## src/rtl/switch_timer_pwm_defs.vh

```
/*
  Register addresses, field positions, codes and timing constants of the
  switch timer and pulse control block.
  Assumes a 7-bit register address and 8-bit register data.
*/
`ifndef SWITCH_TIMER_PWM_DEFS_VH
`define SWITCH_TIMER_PWM_DEFS_VH

// ********************************************************************
// Register addresses
// ********************************************************************
`define ADDR_FIRST_TIMER 7'h0C
`define ADDR_SECOND_TIMER 7'h0D
`define ADDR_FAULT_POLICY 7'h10
`define ADDR_SOURCE_A 7'h14
`define ADDR_SOURCE_B 7'h15
`define ADDR_PIN_CONFIG 7'h17
`define ADDR_FIRST_DUTY 7'h18
`define ADDR_SECOND_DUTY 7'h19
`define ADDR_PULSE_FREQ 7'h1C

// ********************************************************************
// Writable bit masks, reset value
// ********************************************************************
`define MASK_TIMER 8'h77
`define MASK_POLICY 8'h70
`define MASK_SOURCE 8'h77
`define MASK_FULL 8'hFF
`define MASK_FREQ 8'h05
`define REG_RESET 8'h00

// ********************************************************************
// Field positions
// ********************************************************************
`define ON_FIELD 6:4
`define PER_FIELD 2:0
`define LOW_FIELD 2:0
`define HIGH_FIELD 6:4
`define OV_DISABLE_BIT 6
`define UV_DISABLE_BIT 5
`define RECOVERY_BIT 4
`define PIN_ONE_FIELD 2:0
`define PIN_TWO_FIELD 5:3
`define FAIL_DUTY_FIELD 7:6
`define FIRST_RATE_BIT 0
`define SECOND_RATE_BIT 2

// ********************************************************************
// Codes
// ********************************************************************
`define ON_STOP_LOW 3'h0
`define ON_STOP_HIGH 3'h6
`define PER_RESERVED 3'h7
`define SRC_OFF 3'h0
`define SRC_ON 3'h1
`define SRC_TIMER_ONE 3'h2
`define SRC_TIMER_TWO 3'h3
`define SRC_PULSE_ONE 3'h4
`define SRC_PULSE_TWO 3'h5
`define PIN_OFF 3'h4
`define PIN_WAKE 3'h5
`define PIN_LOW_ON 3'h6
`define PIN_HIGH_ON 3'h7

// ********************************************************************
// Timing: base tick is 0.1 ms, timer figures are in ticks
// ********************************************************************
`define CLK_PERIOD_NS 4
`define TICK_NS 100000
`define ON_T1 15'h0001
`define ON_T2 15'h0003
`define ON_T3 15'h000A
`define ON_T4 15'h0064
`define ON_T5 15'h00C8
`define PER_T0 15'h0064
`define PER_T1 15'h00C8
`define PER_T2 15'h01F4
`define PER_T3 15'h03E8
`define PER_T4 15'h07D0
`define PER_T5 15'h2710
`define PER_T6 15'h4E20
`define PULSE_SLOW_NS 5000000
`define PULSE_FAST_NS 2500000
`define PULSE_STEPS 255
`define PULSE_LAST 8'hFE
`define WAKE_FILTER_NS 16000
`define FAIL_PERIOD_TICKS 15'h2710
`define FAIL_ON_20 15'h07D0
`define FAIL_ON_10 15'h03E8
`define FAIL_ON_5 15'h01F4
`define FAIL_ON_2P5 15'h00FA

`endif

```

## src/rtl/cyclic_timer.v

```verilog
/*
  One cyclic timer: decodes on-time and period codes and makes a
  repeating high pulse counted in base ticks.
  Assumes a one-cycle tick enable from the parent's divider.
*/
`timescale 1ns/1ns
`include "switch_timer_pwm_defs.vh"

module cyclic_timer (
  // Clock and reset
  input wire mclk_in,
  input wire rst_b_in,
  // Control
  input wire tick_in,
  input wire run_in,
  input wire restart_in,
  input wire [2:0] on_code_in,
  input wire [2:0] per_code_in,
  // Output
  output reg wave_out
);

  reg [14:0] on_ticks;
  reg [14:0] per_ticks;
  reg [14:0] cnt_r;
  reg running;

  // ********************************************************************
  // Code decode
  // ********************************************************************
  always @* begin
    on_ticks = 15'h0000;
    per_ticks = `PER_T0;
    running = 1'b1;
    case (on_code_in)
      3'h1: on_ticks = `ON_T1;
      3'h2: on_ticks = `ON_T2;
      3'h3: on_ticks = `ON_T3;
      3'h4: on_ticks = `ON_T4;
      3'h5: on_ticks = `ON_T5;
      default: running = 1'b0;
    endcase
    case (per_code_in)
      3'h0: per_ticks = `PER_T0;
      3'h1: per_ticks = `PER_T1;
      3'h2: per_ticks = `PER_T2;
      3'h3: per_ticks = `PER_T3;
      3'h4: per_ticks = `PER_T4;
      3'h5: per_ticks = `PER_T5;
      3'h6: per_ticks = `PER_T6;
      default: running = 1'b0;
    endcase
  end

  // ********************************************************************
  // Period counter
  // ********************************************************************
  always @(posedge mclk_in) begin
    if (!rst_b_in) begin
      cnt_r <= 15'h0000;
      wave_out <= 1'b0;
    end else if (on_code_in == `ON_STOP_HIGH) begin
      cnt_r <= 15'h0000;
      wave_out <= 1'b1;
    end else if (!running || !run_in || restart_in) begin
      cnt_r <= 15'h0000;
      wave_out <= 1'b0;
    end else begin
      if (tick_in) begin
        if (cnt_r >= per_ticks - 15'h0001) begin
          cnt_r <= 15'h0000;
        end else begin
          cnt_r <= cnt_r + 15'h0001;
        end
      end
      wave_out <= (cnt_r < on_ticks);
    end
  end

endmodule // cyclic_timer

```

## src/rtl/switch_timer_pwm_control.v

```verilog
/*
  Control of four high-side switch outputs: source select, two cyclic
  timers, two pulse generators, supply fault policy and two general pins.
  Assumes register writes and reads arrive from the serial frame decoder
  on the same clock; fault, pin and supply inputs are asynchronous.
*/
// How it works
// - Second timer on-time code: stop low, five on-times, stop high.
// - Second timer period code selects 10 ms up to 2 s.
// - An assigned timer starts once a running on-time code is written.
// - Restart clear under cyclic sensing also clears timer settings.
// - Overvoltage shuts all switches unless its disable bit is set.
// - Undervoltage shuts all switches unless its disable bit is set.
// - Recovery bit keeps switch settings so they return after a supply fault.
// - Each switch has a 3-bit source select in low or high nibble.
// - Overcurrent or overtemperature clears that switch's select field.
// - Fail output three pulses at 20, 10, 5 or 2.5 percent duty.
// - Each general pin mode: fail output, off, wake, low or high side.
// - Pulse duty: zero always off, 255 always on, else value/255.
// - Pulse rate bit selects 200 Hz or 400 Hz.
// - Reserved bits ignore writes and read back as zero.
// - First timer uses the same codes in its own register.
`timescale 1ns/1ns
`include "switch_timer_pwm_defs.vh"

module switch_timer_pwm_control #(
  parameter TICK_CYC = `TICK_NS / `CLK_PERIOD_NS,
  parameter STEP_SLOW_CYC = `PULSE_SLOW_NS / `CLK_PERIOD_NS / `PULSE_STEPS,
  parameter STEP_FAST_CYC = `PULSE_FAST_NS / `CLK_PERIOD_NS / `PULSE_STEPS
) (
  // Clock and reset
  input wire mclk_in,
  input wire rst_b_in,
  // Register access
  input wire reg_wr_in,
  input wire [6:0] reg_addr_in,
  input wire [7:0] reg_wdata_in,
  output reg [7:0] reg_rdata_out,
  // Device state from surrounding logic
  input wire restart_clear_in,
  input wire cyclic_sense_in,
  input wire fail_active_in,
  // Asynchronous fault and pin inputs
  input wire supply_ov_in,
  input wire supply_uv_in,
  input wire [3:0] overcurrent_in,
  input wire [3:0] overtemp_in,
  input wire [1:0] pin_level_in,
  // Switch and pin drive
  output reg [3:0] switch_on_out,
  output reg [1:0] pin_low_on_out,
  output reg [1:0] pin_high_on_out,
  output reg [1:0] pin_wake_out,
  output reg shutdown_out
);

  localparam WAKE_FILT_CYC = `WAKE_FILTER_NS / `CLK_PERIOD_NS;
  localparam NSYNC = 12;

  reg [7:0] first_timer_r;
  reg [7:0] second_timer_config_r;
  reg [7:0] fault_policy_r;
  reg [7:0] source_a_r;
  reg [7:0] source_b_r;
  reg [7:0] pin_config_r;
  reg [7:0] first_duty_r;
  reg [7:0] second_duty_r;
  reg [7:0] freq_r;
  reg [7:0] source_a_nxt;
  reg [7:0] source_b_nxt;
  reg [NSYNC-1:0] sync1_r;
  reg [NSYNC-1:0] sync2_r;
  reg [NSYNC-1:0] sync3_r;
  reg [NSYNC-1:0] clean_r;
  reg [14:0] tick_cnt_r;
  reg tick_r;
  reg shut_r;
  reg [14:0] fail_cnt_r;
  reg [14:0] fail_on_ticks;
  reg fail_wave_r;
  reg [3:0] field_clr;

  wire supply_ov = clean_r[0];
  wire supply_uv = clean_r[1];
  wire [3:0] oc = clean_r[5:2];
  wire [3:0] ot = clean_r[9:6];
  wire [1:0] pin_level = clean_r[11:10];
  wire [2:0] src [0:3];
  wire [1:0] pulse_wave;
  wire first_wave;
  wire second_wave;
  wire [2:0] pin_mode [0:1];
  wire shut_now;
  wire wr_first_timer = reg_wr_in && (reg_addr_in == `ADDR_FIRST_TIMER);
  wire wr_second_timer = reg_wr_in && (reg_addr_in == `ADDR_SECOND_TIMER);
  wire timer_clear = restart_clear_in && cyclic_sense_in;

  assign src[0] = source_a_r[`LOW_FIELD];
  assign src[1] = source_a_r[`HIGH_FIELD];
  assign src[2] = source_b_r[`LOW_FIELD];
  assign src[3] = source_b_r[`HIGH_FIELD];
  assign pin_mode[0] = pin_config_r[`PIN_ONE_FIELD];
  assign pin_mode[1] = pin_config_r[`PIN_TWO_FIELD];

  // ********************************************************************
  // Input synchronisers: a change counts once stages two and three agree
  // ********************************************************************
  always @(posedge mclk_in) begin
    if (!rst_b_in) begin
      sync1_r <= {NSYNC{1'b0}};
      sync2_r <= {NSYNC{1'b0}};
      sync3_r <= {NSYNC{1'b0}};
      clean_r <= {NSYNC{1'b0}};
    end else begin
      sync1_r <= {pin_level_in, overtemp_in, overcurrent_in,
                  supply_uv_in, supply_ov_in};
      sync2_r <= sync1_r;
      sync3_r <= sync2_r;
      clean_r <= (~(sync2_r ^ sync3_r) & sync3_r) |
                 ((sync2_r ^ sync3_r) & clean_r);
    end
  end

  // ********************************************************************
  // Base tick divider
  // ********************************************************************
  always @(posedge mclk_in) begin
    if (!rst_b_in) begin
      tick_cnt_r <= 15'h0000;
      tick_r <= 1'b0;
    end else if (tick_cnt_r == TICK_CYC[14:0] - 15'h0001) begin
      tick_cnt_r <= 15'h0000;
      tick_r <= 1'b1;
    end else begin
      tick_cnt_r <= tick_cnt_r + 15'h0001;
      tick_r <= 1'b0;
    end
  end

  // ********************************************************************
  // Supply fault policy
  // ********************************************************************
  assign shut_now = (supply_ov && !fault_policy_r[`OV_DISABLE_BIT]) ||
                    (supply_uv && !fault_policy_r[`UV_DISABLE_BIT]);

  always @(posedge mclk_in) begin
    if (!rst_b_in) begin
      shut_r <= 1'b0;
    end else begin
      shut_r <= shut_now;
    end
  end

  // ********************************************************************
  // Source select fields with hardware clears
  // ********************************************************************
  genvar g;
  generate
    for (g = 0; g < 4; g = g + 1) begin : clr_gen
      always @* begin
        field_clr[g] = oc[g] || ot[g] || restart_clear_in ||
                       (shut_now && !shut_r &&
                        !fault_policy_r[`RECOVERY_BIT]);
      end
    end
  endgenerate

  always @* begin
    source_a_nxt = source_a_r;
    source_b_nxt = source_b_r;
    if (reg_wr_in && reg_addr_in == `ADDR_SOURCE_A) begin
      source_a_nxt = reg_wdata_in & `MASK_SOURCE;
    end
    if (reg_wr_in && reg_addr_in == `ADDR_SOURCE_B) begin
      source_b_nxt = reg_wdata_in & `MASK_SOURCE;
    end
    if (field_clr[0]) begin
      source_a_nxt[`LOW_FIELD] = `SRC_OFF;
    end
    if (field_clr[1]) begin
      source_a_nxt[`HIGH_FIELD] = `SRC_OFF;
    end
    if (field_clr[2]) begin
      source_b_nxt[`LOW_FIELD] = `SRC_OFF;
    end
    if (field_clr[3]) begin
      source_b_nxt[`HIGH_FIELD] = `SRC_OFF;
    end
  end

  // ********************************************************************
  // Register file
  // ********************************************************************
  always @(posedge mclk_in) begin
    if (!rst_b_in) begin
      first_timer_r <= `REG_RESET;
      second_timer_config_r <= `REG_RESET;
      fault_policy_r <= `REG_RESET;
      source_a_r <= `REG_RESET;
      source_b_r <= `REG_RESET;
      pin_config_r <= `REG_RESET;
      first_duty_r <= `REG_RESET;
      second_duty_r <= `REG_RESET;
      freq_r <= `REG_RESET;
    end else begin
      source_a_r <= source_a_nxt;
      source_b_r <= source_b_nxt;
      if (timer_clear) begin
        first_timer_r <= `REG_RESET;
        second_timer_config_r <= `REG_RESET;
      end else begin
        if (wr_first_timer) begin
          first_timer_r <= reg_wdata_in & `MASK_TIMER;
        end
        if (wr_second_timer) begin
          second_timer_config_r <= reg_wdata_in & `MASK_TIMER;
        end
      end
      if (reg_wr_in) begin
        case (reg_addr_in)
          `ADDR_FAULT_POLICY: fault_policy_r <= reg_wdata_in & `MASK_POLICY;
          `ADDR_PIN_CONFIG: pin_config_r <= reg_wdata_in & `MASK_FULL;
          `ADDR_FIRST_DUTY: first_duty_r <= reg_wdata_in & `MASK_FULL;
          `ADDR_SECOND_DUTY: second_duty_r <= reg_wdata_in & `MASK_FULL;
          `ADDR_PULSE_FREQ: freq_r <= reg_wdata_in & `MASK_FREQ;
          default: ;
        endcase
      end
    end
  end

  always @(posedge mclk_in) begin
    if (!rst_b_in) begin
      reg_rdata_out <= 8'h00;
    end else begin
      case (reg_addr_in)
        `ADDR_FIRST_TIMER: reg_rdata_out <= first_timer_r;
        `ADDR_SECOND_TIMER: reg_rdata_out <= second_timer_config_r;
        `ADDR_FAULT_POLICY: reg_rdata_out <= fault_policy_r;
        `ADDR_SOURCE_A: reg_rdata_out <= source_a_r;
        `ADDR_SOURCE_B: reg_rdata_out <= source_b_r;
        `ADDR_PIN_CONFIG: reg_rdata_out <= pin_config_r;
        `ADDR_FIRST_DUTY: reg_rdata_out <= first_duty_r;
        `ADDR_SECOND_DUTY: reg_rdata_out <= second_duty_r;
        `ADDR_PULSE_FREQ: reg_rdata_out <= freq_r;
        default: reg_rdata_out <= 8'h00;
      endcase
    end
  end

  // ********************************************************************
  // Cyclic timers
  // ********************************************************************
  wire first_assigned = (src[0] == `SRC_TIMER_ONE) ||
                        (src[1] == `SRC_TIMER_ONE) ||
                        (src[2] == `SRC_TIMER_ONE) ||
                        (src[3] == `SRC_TIMER_ONE);
  wire second_assigned = (src[0] == `SRC_TIMER_TWO) ||
                         (src[1] == `SRC_TIMER_TWO) ||
                         (src[2] == `SRC_TIMER_TWO) ||
                         (src[3] == `SRC_TIMER_TWO);

  cyclic_timer first_timer_u (
    .mclk_in(mclk_in),
    .rst_b_in(rst_b_in),
    .tick_in(tick_r),
    .run_in(first_assigned),
    .restart_in(wr_first_timer),
    .on_code_in(first_timer_r[`ON_FIELD]),
    .per_code_in(first_timer_r[`PER_FIELD]),
    .wave_out(first_wave)
  );

  cyclic_timer second_timer_u (
    .mclk_in(mclk_in),
    .rst_b_in(rst_b_in),
    .tick_in(tick_r),
    .run_in(second_assigned),
    .restart_in(wr_second_timer),
    .on_code_in(second_timer_config_r[`ON_FIELD]),
    .per_code_in(second_timer_config_r[`PER_FIELD]),
    .wave_out(second_wave)
  );

  // ********************************************************************
  // Pulse generators
  // ********************************************************************
  generate
    for (g = 0; g < 2; g = g + 1) begin : pulse_gen
      reg [12:0] pre_r;
      reg [7:0] step_r;
      reg wave_r;
      wire fast = (g == 0) ? freq_r[`FIRST_RATE_BIT] :
                             freq_r[`SECOND_RATE_BIT];
      wire [12:0] step_cyc = fast ? STEP_FAST_CYC[12:0] :
                                    STEP_SLOW_CYC[12:0];
      wire [7:0] duty = (g == 0) ? first_duty_r : second_duty_r;
      always @(posedge mclk_in) begin
        if (!rst_b_in) begin
          pre_r <= 13'h0000;
          step_r <= 8'h00;
          wave_r <= 1'b0;
        end else begin
          if (pre_r >= step_cyc - 13'h0001) begin
            pre_r <= 13'h0000;
            if (step_r >= `PULSE_LAST) begin
              step_r <= 8'h00;
            end else begin
              step_r <= step_r + 8'h01;
            end
          end else begin
            pre_r <= pre_r + 13'h0001;
          end
          wave_r <= (step_r < duty);
        end
      end
      assign pulse_wave[g] = wave_r;
    end
  endgenerate

  // ********************************************************************
  // Fail output three duty
  // ********************************************************************
  always @* begin
    case (pin_config_r[`FAIL_DUTY_FIELD])
      2'h0: fail_on_ticks = `FAIL_ON_20;
      2'h1: fail_on_ticks = `FAIL_ON_10;
      2'h2: fail_on_ticks = `FAIL_ON_5;
      default: fail_on_ticks = `FAIL_ON_2P5;
    endcase
  end

  always @(posedge mclk_in) begin
    if (!rst_b_in || !fail_active_in) begin
      fail_cnt_r <= 15'h0000;
      fail_wave_r <= 1'b0;
    end else begin
      if (tick_r) begin
        if (fail_cnt_r >= `FAIL_PERIOD_TICKS - 15'h0001) begin
          fail_cnt_r <= 15'h0000;
        end else begin
          fail_cnt_r <= fail_cnt_r + 15'h0001;
        end
      end
      fail_wave_r <= (fail_cnt_r < fail_on_ticks);
    end
  end

  // ********************************************************************
  // Switch outputs
  // ********************************************************************
  generate
    for (g = 0; g < 4; g = g + 1) begin : sw_gen
      reg drive;
      always @* begin
        case (src[g])
          `SRC_ON: drive = 1'b1;
          `SRC_TIMER_ONE: drive = first_wave;
          `SRC_TIMER_TWO: drive = second_wave;
          `SRC_PULSE_ONE: drive = pulse_wave[0];
          `SRC_PULSE_TWO: drive = pulse_wave[1];
          default: drive = 1'b0;
        endcase
      end
      always @(posedge mclk_in) begin
        if (!rst_b_in) begin
          switch_on_out[g] <= 1'b0;
        end else begin
          switch_on_out[g] <= drive && !shut_now;
        end
      end
    end
  endgenerate

  always @(posedge mclk_in) begin
    if (!rst_b_in) begin
      shutdown_out <= 1'b0;
    end else begin
      shutdown_out <= shut_now;
    end
  end

  // ********************************************************************
  // General pins
  // ********************************************************************
  generate
    for (g = 0; g < 2; g = g + 1) begin : pin_gen
      reg [11:0] filt_cnt_r;
      wire is_fail = !pin_mode[g][2];
      wire fail_drive = (g == 0) ? fail_active_in :
                                   (fail_active_in && fail_wave_r);
      always @(posedge mclk_in) begin
        if (!rst_b_in) begin
          filt_cnt_r <= 12'h000;
          pin_low_on_out[g] <= 1'b0;
          pin_high_on_out[g] <= 1'b0;
          pin_wake_out[g] <= 1'b0;
        end else begin
          pin_low_on_out[g] <= (pin_mode[g] == `PIN_LOW_ON) ||
                               (is_fail && fail_drive);
          pin_high_on_out[g] <= (pin_mode[g] == `PIN_HIGH_ON);
          if (pin_mode[g] != `PIN_WAKE) begin
            filt_cnt_r <= 12'h000;
            pin_wake_out[g] <= 1'b0;
          end else if (pin_level[g] == pin_wake_out[g]) begin
            filt_cnt_r <= 12'h000;
          end else if (filt_cnt_r >= WAKE_FILT_CYC[11:0] - 12'h001) begin
            filt_cnt_r <= 12'h000;
            pin_wake_out[g] <= pin_level[g];
          end else begin
            filt_cnt_r <= filt_cnt_r + 12'h001;
          end
        end
      end
    end
  endgenerate

endmodule // switch_timer_pwm_control

```

## config.mk

```make
export PLATFORM = sky130hd
export DESIGN_NAME = switch_timer_pwm_control
export DESIGN_NICKNAME = d
export VERILOG_FILES = /design/src/rtl/cyclic_timer.v /design/src/rtl/switch_timer_pwm_control.v
export VERILOG_INCLUDE_DIRS = /design/src /design/src/rtl
export SDC_FILE = /design/constraint.sdc
export NUM_CORES = 1
export LEC_CHECK = 0
export BUFFER_PORTS_ARGS = -buffer_cell sky130_fd_sc_hd__buf_2
export CORE_MARGIN = 2
export CORE_UTILIZATION = 55
export CTS_BUF_LIST = sky130_fd_sc_hd__clkbuf_16
export CTS_CLUSTER_DIAMETER = 50
export DETAILED_ROUTE_END_ITERATION = 10
export GPL_TIMING_DRIVEN = 0
export PLACE_DENSITY = 0.72
export SYNTH_ARGS = -nofsm -noshare
export SYNTH_HDL_FRONTEND = slang
export SYNTH_SLANG_ARGS = --single-unit
```

## constraint.sdc

```tcl
create_clock -name mclk_in -period 4.36 [get_ports mclk_in]
set_clock_uncertainty 0.2 [all_clocks]
set_input_delay 0.218 -clock mclk_in [delete_from_list [all_inputs] [get_ports mclk_in]]
set_output_delay 0.218 -clock mclk_in [all_outputs]
set_load 0.005 [all_outputs]
```

Word level (Yosys, flattened, before mapping)
Index checks and enable logic that the tools add are counted.
Storage, ports and cells
  flip-flop bits (word level): 252
  bits in latches: 0
  memory bits (writable): 0
  bits in read-only memories: 0
  input port bits: 33
  output and inout port bits: 19
  logic and storage cells: 252
  memories: 0
Cells by class
  add/subtract/negate cells: 14
  multipliers: 0
  divide/modulo/power cells: 0
  $lt $le $gt $ge: 14
  equal/unequal tests: 64
  shifts and indexed selects: 0
  multiplexer cells: 26
  bitwise logic cells: 8
  reduce and logical (&&, ||, !) cells: 83
Operators with widths (count)
  15-bit case mux with 6 select lines: 2
  8-bit case mux with 5 select lines: 2
  3-bit equality test, second input constant: 24
  8-bit case mux with 9 select lines: 1
  15-bit by 1-bit adder with 15-bit output, second input constant: 4
  7-bit by 5-bit equality test with 1-bit output, second input constant: 7
  3-bit by 2-bit equality test with 1-bit output, second input constant: 16
  15-bit 2-to-1 mux: 3
  11-bit case mux with 3 select lines: 1
  15-bit >= comparator: 2
  15-bit by 8-bit less-than comparator with 1-bit output: 2
  15-bit by 1-bit subtractor with 15-bit output, second input constant: 2
  13-bit by 1-bit adder with 13-bit output, second input constant: 2
  13-bit >= comparator: 2
  1-bit logical OR: 26
  13-bit 2-to-1 mux: 2
  13-bit by 1-bit subtractor with 13-bit output, second input constant: 2
  12-bit by 1-bit adder with 12-bit output, second input constant: 2
  12-bit AND: 2
  3-bit by 1-bit equality test with 1-bit output, second input constant: 8
  12-bit >= comparator, second input constant: 2
  1-bit case mux with 5 select lines: 4
  2-bit OR reduction: 10
  8-bit by 1-bit adder with 8-bit output, second input constant: 2
  25 further kinds: 79

Depth between registers and ports, before layout
Gate-level depths: netlist of the first run.
  depth in word-level cells: 9
  depth in mapped cells: 14
  gate-level depth less buffers: 12

By module
Synthesis of the first run repeated with hierarchy kept, for this count alone.
Unflattened totals
  cells, all modules: 1474
  area total of the unflattened synthesis: 13118.8 um^2
Modules (own cells, without submodules)
  switch_timer_pwm_control: times used 1, cells each 1114, area each 10000.8 um^2, seq. area each 4404.2 um^2
  cyclic_timer: times used 2, cells each 180, area each 1559.0 um^2, seq. area each 320.3 um^2

Worst setup path before layout of the first run
Ideal clock, no wire load.
  path type: register -> register
  from: reg first_timer_r[2]
  to: reg first_timer_u.cnt_r[10]
  library setup time: 0.134 ns
  arrival: 2.485 ns
  required time: 4.026 ns
  slack: 1.541 ns
  stages on the path, launching flop included: 10
  buffers on the path: 2
  clock period less this slack: 2.819 ns
  path through: dfxtp_1 > clkbuf_1 > inv_1 > or3_1 > ha_1 > nand2_1 > or2_2 > o2bb2ai_1 > clkbuf_1 > nor3_1
Between the ends
  cells in the longest elaborated chain, start to end: 7
  elaborated cells between the ends (all ways): 17
  classes of those cells: add/sub: 1; order compare: 1; eq/ne: 6; mux: 3; reduce/logical: 6
Ends and longest elaborated chain
  start: declaration: RTL line switch_timer_pwm_control.v:60  | reg [7:0] first_timer_r;
  start signal: assignment: RTL line switch_timer_pwm_control.v:196  | first_timer_r <= `REG_RESET;
  start signal: assignment: RTL line switch_timer_pwm_control.v:209  | first_timer_r <= `REG_RESET;
  start signal: assignment: RTL line switch_timer_pwm_control.v:213  | first_timer_r <= reg_wdata_in & `MASK_TIMER;
  parallel branches: the longest is 7 deep, another holds 15-bit by 1-bit subtractor with 15-bit output
  end signal: assignment: RTL line cyclic_timer.v:73  | cnt_r <= cnt_r + 15'h0001;
  end: declaration: RTL line cyclic_timer.v:25  | reg [14:0] cnt_r;
Parallel ways; which one is timed is not known.
A chain may end at the register's enable or synchronous reset.

Worst setup path in the final report of the first run
  from: reg first_timer_r[2]
  to: reg first_timer_u.cnt_r[13]
The elaborated chain is that of the path after synthesis.

==> reports/metrics.yaml, run 1 <==
routing:
  post_drt_wl_per_cell_um: 15.59
  drc_errors_left: 0
  detail_route.iter0.violations: 661
  ant_nets: 0
  first_pass_iters: 9
  detail_routed_via_count_per_cell: 5.691
  via_count: 10440
  route.final.wire_length_mm: 28.59
global_route:
  grt_antenna_before_repair: 0
  gr-total-overflow: 0
  wire_length_of_the_first_global_routing_pass_mm: 47.96
  number_of_global_route_vias_before_repair: 9663
  track_usage_pct: 23.95
  largest_net_degree_at_the_start_of_global_routing: 15
critical_path:
  critical-path-top-delay-family: "buffers and inverters"
  timing.critical_path.depth: 9
  criticalPathCategory: "flip-flop to flip-flop"
  crit_path_max_fanout: 10
  startpoint_type: "flip-flop"
  cpPeakStageDelay_ps: 470
  worst_endpoint_data_arrival_time_ps: 3590
  ff2ff_path_depth: 9
  critPathMostFrequentCell: "sky130_fd_sc_hd__clkbuf_1"
  path_buf_inv: 3
  timing.critical_path.to_type: "flip-flop"
  cell_by_cell_listing_of_the_critical_path: "clkbuf_1 > inv_1 > or3_1 > ha_1 > nand2_1 > or2_2 > o2bb2ai_1 > clkbuf_1 > nor3_1"
  worst_endpoint_required_time_ps: 4570
  cpMaxStageDelayCell: "sky130_fd_sc_hd__o2bb2ai_1"
final_layout:
  finish.cell_count_without_fillers: 1834
  syn_to_final_growth_pct: 14.20
  finalNetCount: 1650
  post_route_cells_drive_above_1_share_pct: 8.780
  n_antenna_cell: 0
  post-route-util_pct: 63.53
timing:
  clock.fmax_mhz: 296.0
  slew_headroom_pct: 35.11
  finalCriticalPeriod_ps: 3378
  setup_failing_eps_final: 0
  timing.final.hold_violations: 0
  slew_viol_final: 0
  rsz_0062_raised_after_global_routing: "false"
  totalNegativeSetupSlack_ps: 0
  fin_crit_sh_pct: 77.48
  tightest_slew_ps: 965.9
pwr:
  internal_power_mw: 3.818
  power_density_mw_per_mm2: 344.5
  power.share.clock_pct: 47.9
  reported_leakage_power_nw: 5.332
  comb_power_share_pct: 4.0
  p_sw_mw: 1.107
  share_seq_of_total_power_pct: 48.1
  sw_frac_of_total_pct: 22.47
  power.ir.vdd_worst_mv: 0.3962
place:
  gp_congestion: 0.8806
  port_buffers: 42
  dp_hpwl_mm: 20.78
  numPlacedInstances: 1755
cts:
  clock_sink_count: 252
  clock_insertion_delay_worst_skew_ps: 550
  cts_max_level: 1
  cts.root.buffer_cell: "sky130_fd_sc_hd__clkbuf_16"
  ctsResizeCount: 0
  clk_pin_slew_ps: 60
  cts-buffers-inserted: 30
  clockBufferDepth: 3
  cts_tree: "done"
yosys:
  yosys_warnings: 0
  netlist_instances: 1427
  yosys_register_bits: 252
  netlist_area_sq_mm: 0.01252
  yosysSeqAreaShare_pct: 40.30
  synth.distinct_cells: 74
  number_of_synthesized_flops_with_an_enable_pin: 0
  postSynthAreaPerCell_sq_um: 8.772
  post-synth-top-area-cell: "sky130_fd_sc_hd__dfxtp_1"
  synth_area_leaders: "sky130_fd_sc_hd__dfxtp_1 40%, sky130_fd_sc_hd__ha_1 8.9%, sky130_fd_sc_hd__nor2_1 4.3%"
  synth_top_area_share_pct: 40.30
  synth-main-ff-cell: "sky130_fd_sc_hd__dfxtp_1"
  synth-async-reset-ratio_pct: 0
floorplanning:
  die_height_um: 154.9
  die-area_sq_mm: 0.02398
  core_region_area_sq_mm: 0.02250
  num_io_pins: 52
  initial_core_util_pct: 55.62
  die_span_in_x_um: 154.9
  core.rowCount: 55
run:
  max_cap_viol_count: 0
min_path:
  hold_path_depth: 3
  holdCritPathClass: "input port to flip-flop"
run_status:
  status: "complete, no violations"
cells in the final DEF, fill, tap and decap left out, types with 7 or more instances in the layout:
master / instances
sky130_fd_sc_hd__o211ai_1: 11
sky130_fd_sc_hd__nand3_1: 87
sky130_fd_sc_hd__o21ai_0: 42
sky130_fd_sc_hd__buf_2: 53
sky130_fd_sc_hd__a31oi_1: 9
sky130_fd_sc_hd__nor2b_1: 15
sky130_fd_sc_hd__clkbuf_1: 31
sky130_fd_sc_hd__clkbuf_16: 31
sky130_fd_sc_hd__inv_1: 66
sky130_fd_sc_hd__nand2b_1: 10
sky130_fd_sc_hd__nand2_1: 125
sky130_fd_sc_hd__dlygate4sd3_1: 26
sky130_fd_sc_hd__nor3_1: 40
sky130_fd_sc_hd__nor4_1: 26
sky130_fd_sc_hd__xor2_1: 48
sky130_fd_sc_hd__a211oi_1: 10
sky130_fd_sc_hd__nor2_1: 145
sky130_fd_sc_hd__and3_1: 25
sky130_fd_sc_hd__dfxtp_1: 252
sky130_fd_sc_hd__ha_1: 89
sky130_fd_sc_hd__or3_1: 9
sky130_fd_sc_hd__xnor2_1: 58
sky130_fd_sc_hd__nand4_1: 25
sky130_fd_sc_hd__clkinvlp_4: 7
sky130_fd_sc_hd__a21o_1: 16
sky130_fd_sc_hd__and4_1: 8
sky130_fd_sc_hd__o31ai_1: 12
sky130_fd_sc_hd__and2_1: 38
sky130_fd_sc_hd__a21oi_1: 78
sky130_fd_sc_hd__nand3b_1: 9
sky130_fd_sc_hd__mux2i_1: 32
layer usage:
layer / vias to the layer above / track usage, % / wire length, um
met5: - / 0 / 0
met4: 0 / 6.878 / 822
met3: 58 / 4.011 / 1574
met2: 263 / 38.77 / 13040
met1: 4858 / 33.08 / 13160
li1: 5259 / - / -
cell type report:
cell class	count	area, sq um
plain buffers	55	271.5
clock buffers	31	775.7
clock inverters	22	171.4
fillers	1923	8208
inverters	61	229.0
multi-input cells	1060	6975
flip-flops and latches	252	5045
well taps	285	356.6
repair buffers	68	470.5
worst min-delay path, stage by stage:
cell and delay [ps]:
sky130_fd_sc_hd__clkbuf_1 270, sky130_fd_sc_hd__nand3_1 150, sky130_fd_sc_hd__a21oi_1 60
Yosys cell counts (8+ instances only):
cell type,n
sky130_fd_sc_hd__nand2_1,125
sky130_fd_sc_hd__dfxtp_1,252
sky130_fd_sc_hd__nand3_1,87
sky130_fd_sc_hd__xnor2_1,58
sky130_fd_sc_hd__o31ai_1,12
sky130_fd_sc_hd__nand4_1,25
sky130_fd_sc_hd__buf_2,11
sky130_fd_sc_hd__clkbuf_1,31
sky130_fd_sc_hd__inv_1,61
sky130_fd_sc_hd__o211ai_1,11
sky130_fd_sc_hd__and2_1,38
sky130_fd_sc_hd__a211oi_1,10
sky130_fd_sc_hd__nor2b_1,15
sky130_fd_sc_hd__xor2_1,48
sky130_fd_sc_hd__mux2i_1,32
sky130_fd_sc_hd__and3_1,25
sky130_fd_sc_hd__nor3_1,40
sky130_fd_sc_hd__o21ai_0,42
sky130_fd_sc_hd__a21o_1,16
sky130_fd_sc_hd__or3_1,9
sky130_fd_sc_hd__nor4_1,26
sky130_fd_sc_hd__and4_1,8
sky130_fd_sc_hd__nand2b_1,10
sky130_fd_sc_hd__a21oi_1,78
sky130_fd_sc_hd__nand3b_1,9
sky130_fd_sc_hd__a31oi_1,9
sky130_fd_sc_hd__ha_1,89
sky130_fd_sc_hd__nor2_1,145
power groups by stage:
stage / registers (mW) / clock network [mW] / logic (mW)
floorplan: 2.41 / 0 / 0.119
global placement: 2.42 / 0 / 0.171
detailed placement: 2.42 / 0 / 0.175
CTS: 2.37 / 2.41 / 0.195
global route: 2.37 / 2.52 / 0.214
finish: 2.37 / 2.36 / 0.195
repair_timing:
action,in CTS,in global routing
hold endpoints to repair,58,0
buffers inserted,0,0
hold buffers,26,0
sequential cells by signal, indices dropped and copies added (netlist names), 3 cells and up, named ones only:
signal	flops
fail_cnt_r	15
fault_policy_r	3
first_duty_r	8
first_timer_r	6
first_timer_u.cnt_r	15
pin_config_r	8
pin_gen.filt_cnt_r	24
pulse_gen.duty	8
pulse_gen.pre_r	26
pulse_gen.step_r	16
reg_rdata_out	8
second_timer_config_r	6
second_timer_u.cnt_r	15
source_a_r	6
source_b_r	6
switch_on_out	4
sync1_r	12
sync2_r	12
sync3_r	12
tick_cnt_r	15
stage by stage:
step / setup slack [ps] / hold slack (ps) / cell area, sq um / power, mW
floorplan: 1541 / 145.3 / 12520 / 2.531
global placement: 1068 / 213.7 / 13090 / 2.590
detailed placement: 980.8 / 216.9 / 13090 / 2.594
CTS: 979.4 / 2.715 / 14300 / 4.975
global route: 746.7 / 24.74 / 14300 / 5.109
finish: 982.1 / 9.421 / 14300 / 4.925
worst paths after layout:
path | startpoint | end | slack, ps
worst max register to register | first_timer_r[2] | first_timer_u.cnt_r[13] | 980
worst min-delay path | reg_wdata_in[5] | pulse_gen[1].duty[5] | 9
worst min register to register | sync1_r[1] | sync2_r[1] | 230
worst max-delay path | first_timer_r[2] | first_timer_u.cnt_r[13] | 980
kinds of logic after synthesis:
family          Yosys count  share of synthesized area (%)
fa+ha+maj                89                          8.896
other cells               1                        0.02996
compound gates          233                          12.04
xor+xnor                106                          7.417
simple gates            596                          24.58
buf+inv                 116                          3.998
flops                   252                          40.30
mux                      34                          2.739
Note: power is estimated with default switching activity, not from simulation.
==> run 2, diff against run 1 <==
ABC_AREA = 1   (was not set)
clock period = 3.5 ns   (was 4.36 ns; I/O delays follow)
==> reports/metrics.yaml, run 2 <==
run_status:
  status: "complete, no violations"
routing:
  detail_route.iter0.violations: 773  # +17%
  drc_errors_left: 0  # unchanged
  route.final.wire_length_mm: 30.85  # +7.9%
  detail_routed_via_count_per_cell: 5.279  # -7.3%
  post_drt_wl_per_cell_um: 13.93  # -11%
  via_count: 11690  # +12%
  first_pass_iters: 7  # -2
  ant_nets: 0  # unchanged
yosys:
  synth_top_area_share_pct: 38.50  # -1.8 points
  number_of_synthesized_flops_with_an_enable_pin: 0  # unchanged
  post-synth-top-area-cell: "sky130_fd_sc_hd__dfxtp_1"
  synth-async-reset-ratio_pct: 0  # unchanged
  synth.distinct_cells: 54  # -27%
  synth-main-ff-cell: "sky130_fd_sc_hd__dfxtp_1"
  netlist_area_sq_mm: 0.01310  # +4.7%
  yosys.cell_count.top_type: "sky130_fd_sc_hd__nand2_1"
  netlist_instances: 1754  # +23%
  yosysSeqAreaShare_pct: 38.50  # -1.8 points
  yosys_warnings: 0  # unchanged
  yosys_register_bits: 252  # unchanged
  postSynthAreaPerCell_sq_um: 7.471  # -15%
  synth_area_leaders: "sky130_fd_sc_hd__dfxtp_1 38%, sky130_fd_sc_hd__ha_1 8.5%, sky130_fd_sc_hd__nand2_1 7.7%"
  synthTopCellsByCount: "268 x sky130_fd_sc_hd__nand2_1, 252 x sky130_fd_sc_hd__dfxtp_1, 244 x sky130_fd_sc_hd__nor2_1"
cts:
  cts_max_level: 2  # +1
  clock_sink_count: 252  # unchanged
  cts_hold_buf: 32  # +23%
  clock_insertion_delay_worst_skew_ps: 510  # -40 ps
  clk_pin_slew_ps: 60  # about the same
  cts.repair_timing.setup_buffer_count: 0  # unchanged
  cts-buffers-inserted: 34  # +13%
  cts_tree: "done"
  cts.root.buffer_cell: "sky130_fd_sc_hd__clkbuf_16"
  ctsResizeCount: 0  # unchanged
  clockBufferDepth: 3  # unchanged
timing:
  tightest_slew_ps: 730.4  # -235.5 ps
  clock.fmax_mhz: 333.5  # +13%
  slew_viol_final: 0  # unchanged
  finalCriticalPeriod_ps: 2999  # -379.1 ps
  fin_crit_sh_pct: 85.68  # +8.2 points
  slew_headroom_pct: 51.31  # +16 points
  timing.final.hold_violations: 0  # unchanged
  setup_failing_eps_final: 0  # unchanged
  totalNegativeSetupSlack_ps: 0  # unchanged
  rsz_0062_raised_after_global_routing: "false"
critical_path:
  worst_endpoint_data_arrival_time_ps: 3240  # -350 ps
  reg2reg_slack_ps: 500  # -480 ps
  worst_endpoint_required_time_ps: 3740  # -830 ps
  crit_path_max_fanout: 10  # unchanged
  criticalPathCategory: "flip-flop to flip-flop"
  startpoint_type: "flip-flop"
  timing.critical_path.to_type: "flip-flop"
floorplanning:
  die_span_in_x_um: 158.4  # +2.3%
  core.rowCount: 56  # +1.8%
  die_height_um: 158.4  # +2.3%
  die-area_sq_mm: 0.02508  # +4.6%
  initial_core_util_pct: 55.99  # +0.37 points
  num_io_pins: 52  # unchanged
  core_region_area_sq_mm: 0.02340  # +4.0%
final_layout:
  largest_register_ffs: 26  # unchanged
  finalNetCount: 1996  # +21%
  reg_top3: "pulse_gen.pre_r (26), pin_gen.filt_cnt_r (24), pulse_gen.step_r (16)"
  syn_to_final_growth_pct: 16.18
  filler_cell_count: 2075  # +7.9%
  mostFrequentLayoutCell: "sky130_fd_sc_hd__nand2_1"
  finish.cell_count_without_fillers: 2214  # +21%
  post_route_cells_drive_above_1_share_pct: 10.71  # +1.9 points
  registers.top_by_ff_count: "pulse_gen.pre_r"
  post-route-util_pct: 65.05  # +1.5 points
  top_library_cells_by_usage_in_the_layout_fill_and_taps_aside: "268 x sky130_fd_sc_hd__nand2_1, 252 x sky130_fd_sc_hd__dfxtp_1, 244 x sky130_fd_sc_hd__nor2_1"
  n_antenna_cell: 0  # unchanged
pwr:
  comb_power_share_pct: 3.3  # -0.7 points
  reported_leakage_power_nw: 6.358  # +19%
  power.share.clock_pct: 52.6  # +4.7 points
  internal_power_mw: 5.174  # +36%
  power.ir.vdd_worst_mv: 0.4288  # +8.2%
  share_seq_of_total_power_pct: 44.1  # -4.0 points
  p_sw_mw: 1.448  # +31%
  sw_frac_of_total_pct: 21.86  # -0.61 points
  power_density_mw_per_mm2: 435.0  # +26%
global_route:
  gr-total-overflow: 0  # unchanged
  grt_antenna_before_repair: 0  # unchanged
  largest_net_degree_at_the_start_of_global_routing: 13  # -2
  wire_length_of_the_first_global_routing_pass_mm: 50.37  # +5.0%
  number_of_global_route_vias_before_repair: 10760  # +11%
  track_usage_pct: 24.60  # +0.65 points
place:
  dp_hpwl_mm: 22.66  # +9.0%
  numPlacedInstances: 2125  # +21%
  gp_congestion: 0.9520  # +8.1%
  port_buffers: 51  # +21%
run:
  max_cap_viol_count: 0  # unchanged
min_path:
  holdCritPathClass: "input port to flip-flop"
-- run 2: power by group through the flow --
stage	registers (mW)	logic, mW	clock network, mW
after detailed placement	2.98	0.190	0
after floorplan	2.98	0.116	0
final	2.92	0.217	3.49
after CTS	2.92	0.216	3.55
after global routing	2.92	0.241	3.66
after global placement	2.98	0.186	0
-- run 2: stage by stage --
| stage | hold WS [ps] | cell area, sq um | power [mW] | setup WS [ps] |
|---|---|---|---|---|
| 6_report | 32.00 | 15220 | 6.622 | 501.2 |
| 5_1_grt | 55.45 | 15220 | 6.820 | 212.4 |
| 4_1_cts | 14.15 | 15220 | 6.683 | 526.6 |
| 3_5_place_dp | 159.4 | 13760 | 3.170 | 558.0 |
| 3_3_place_gp | 154.8 | 13760 | 3.165 | 640.8 |
| 2_1_floorplan | 72.63 | 13110 | 3.091 | 984.7 |
-- run 2: cells by family after synthesis --
group / count (synthesis) / share of synthesized area, %
simple gates: 787 / 28.00
flops: 252 / 38.50
buf+inv: 277 / 8.489
compound gates: 282 / 12.07
mux: 1 / 0.07639
fa+ha+maj: 89 / 8.498
other cells: 1 / 0.02862
xor+xnor: 65 / 4.345
-- run 2: path summary, 6_finish.rpt --
check	end	cells after the start	start
worst max-delay path	first_timer_u.cnt_r[10]	18	first_timer_r[2]
worst min-delay path	second_timer_config_r[6]	5	reg_addr_in[5]
worst max register to register	first_timer_u.cnt_r[10]	18	first_timer_r[2]
worst min register to register	sync2_r[5]	2	sync1_r[5]
-- run 2: cell type report --
cell class              count  area (sq um)  share of cell area, %
flip-flops and latches    252          5045                  33.14
inverters                 244         918.4                  6.033
clock buffers              35         875.8                  5.753
clock inverters            22         265.3                  1.742
well taps                 319         399.1                  2.622
multi-input cells        1226          6950                  45.66
repair buffers             83         575.6                  3.781
plain buffers              33         193.9                  1.274
-- run 2: layer usage --
| metal | up-vias | wire (um) | share of wire (%) | GRT usage, % |
|---|---|---|---|---|
| li1 | 6033 | - | - | - |
| met1 | 5299 | 13770 | 45 | 31.52 |
| met2 | 281 | 14430 | 47 | 41.84 |
| met3 | 74 | 1686 | 5.5 | 3.974 |
| met4 | 0 | 960 | 3.1 | 9.095 |
| met5 | - | 0 | 0 | 0 |
-- run 2: critical path: stages, from the launching register on --
cell and delay, ps:
sky130_fd_sc_hd__dfxtp_1 300, sky130_fd_sc_hd__clkbuf_1 280, sky130_fd_sc_hd__inv_1 210, sky130_fd_sc_hd__nand2_1 130, sky130_fd_sc_hd__nand2_1 80, sky130_fd_sc_hd__ha_1 210, sky130_fd_sc_hd__nand4_1 100, sky130_fd_sc_hd__nand3_1 100
sky130_fd_sc_hd__ha_1 310, sky130_fd_sc_hd__nand2_1 110, sky130_fd_sc_hd__nor2_1 50, sky130_fd_sc_hd__o21ai_0 60, sky130_fd_sc_hd__inv_1 60, sky130_fd_sc_hd__o21ai_0 170, sky130_fd_sc_hd__nand3_1 90, sky130_fd_sc_hd__nand2_1 80
sky130_fd_sc_hd__nand2_2 110, sky130_fd_sc_hd__buf_4 190, sky130_fd_sc_hd__nor2_1 100
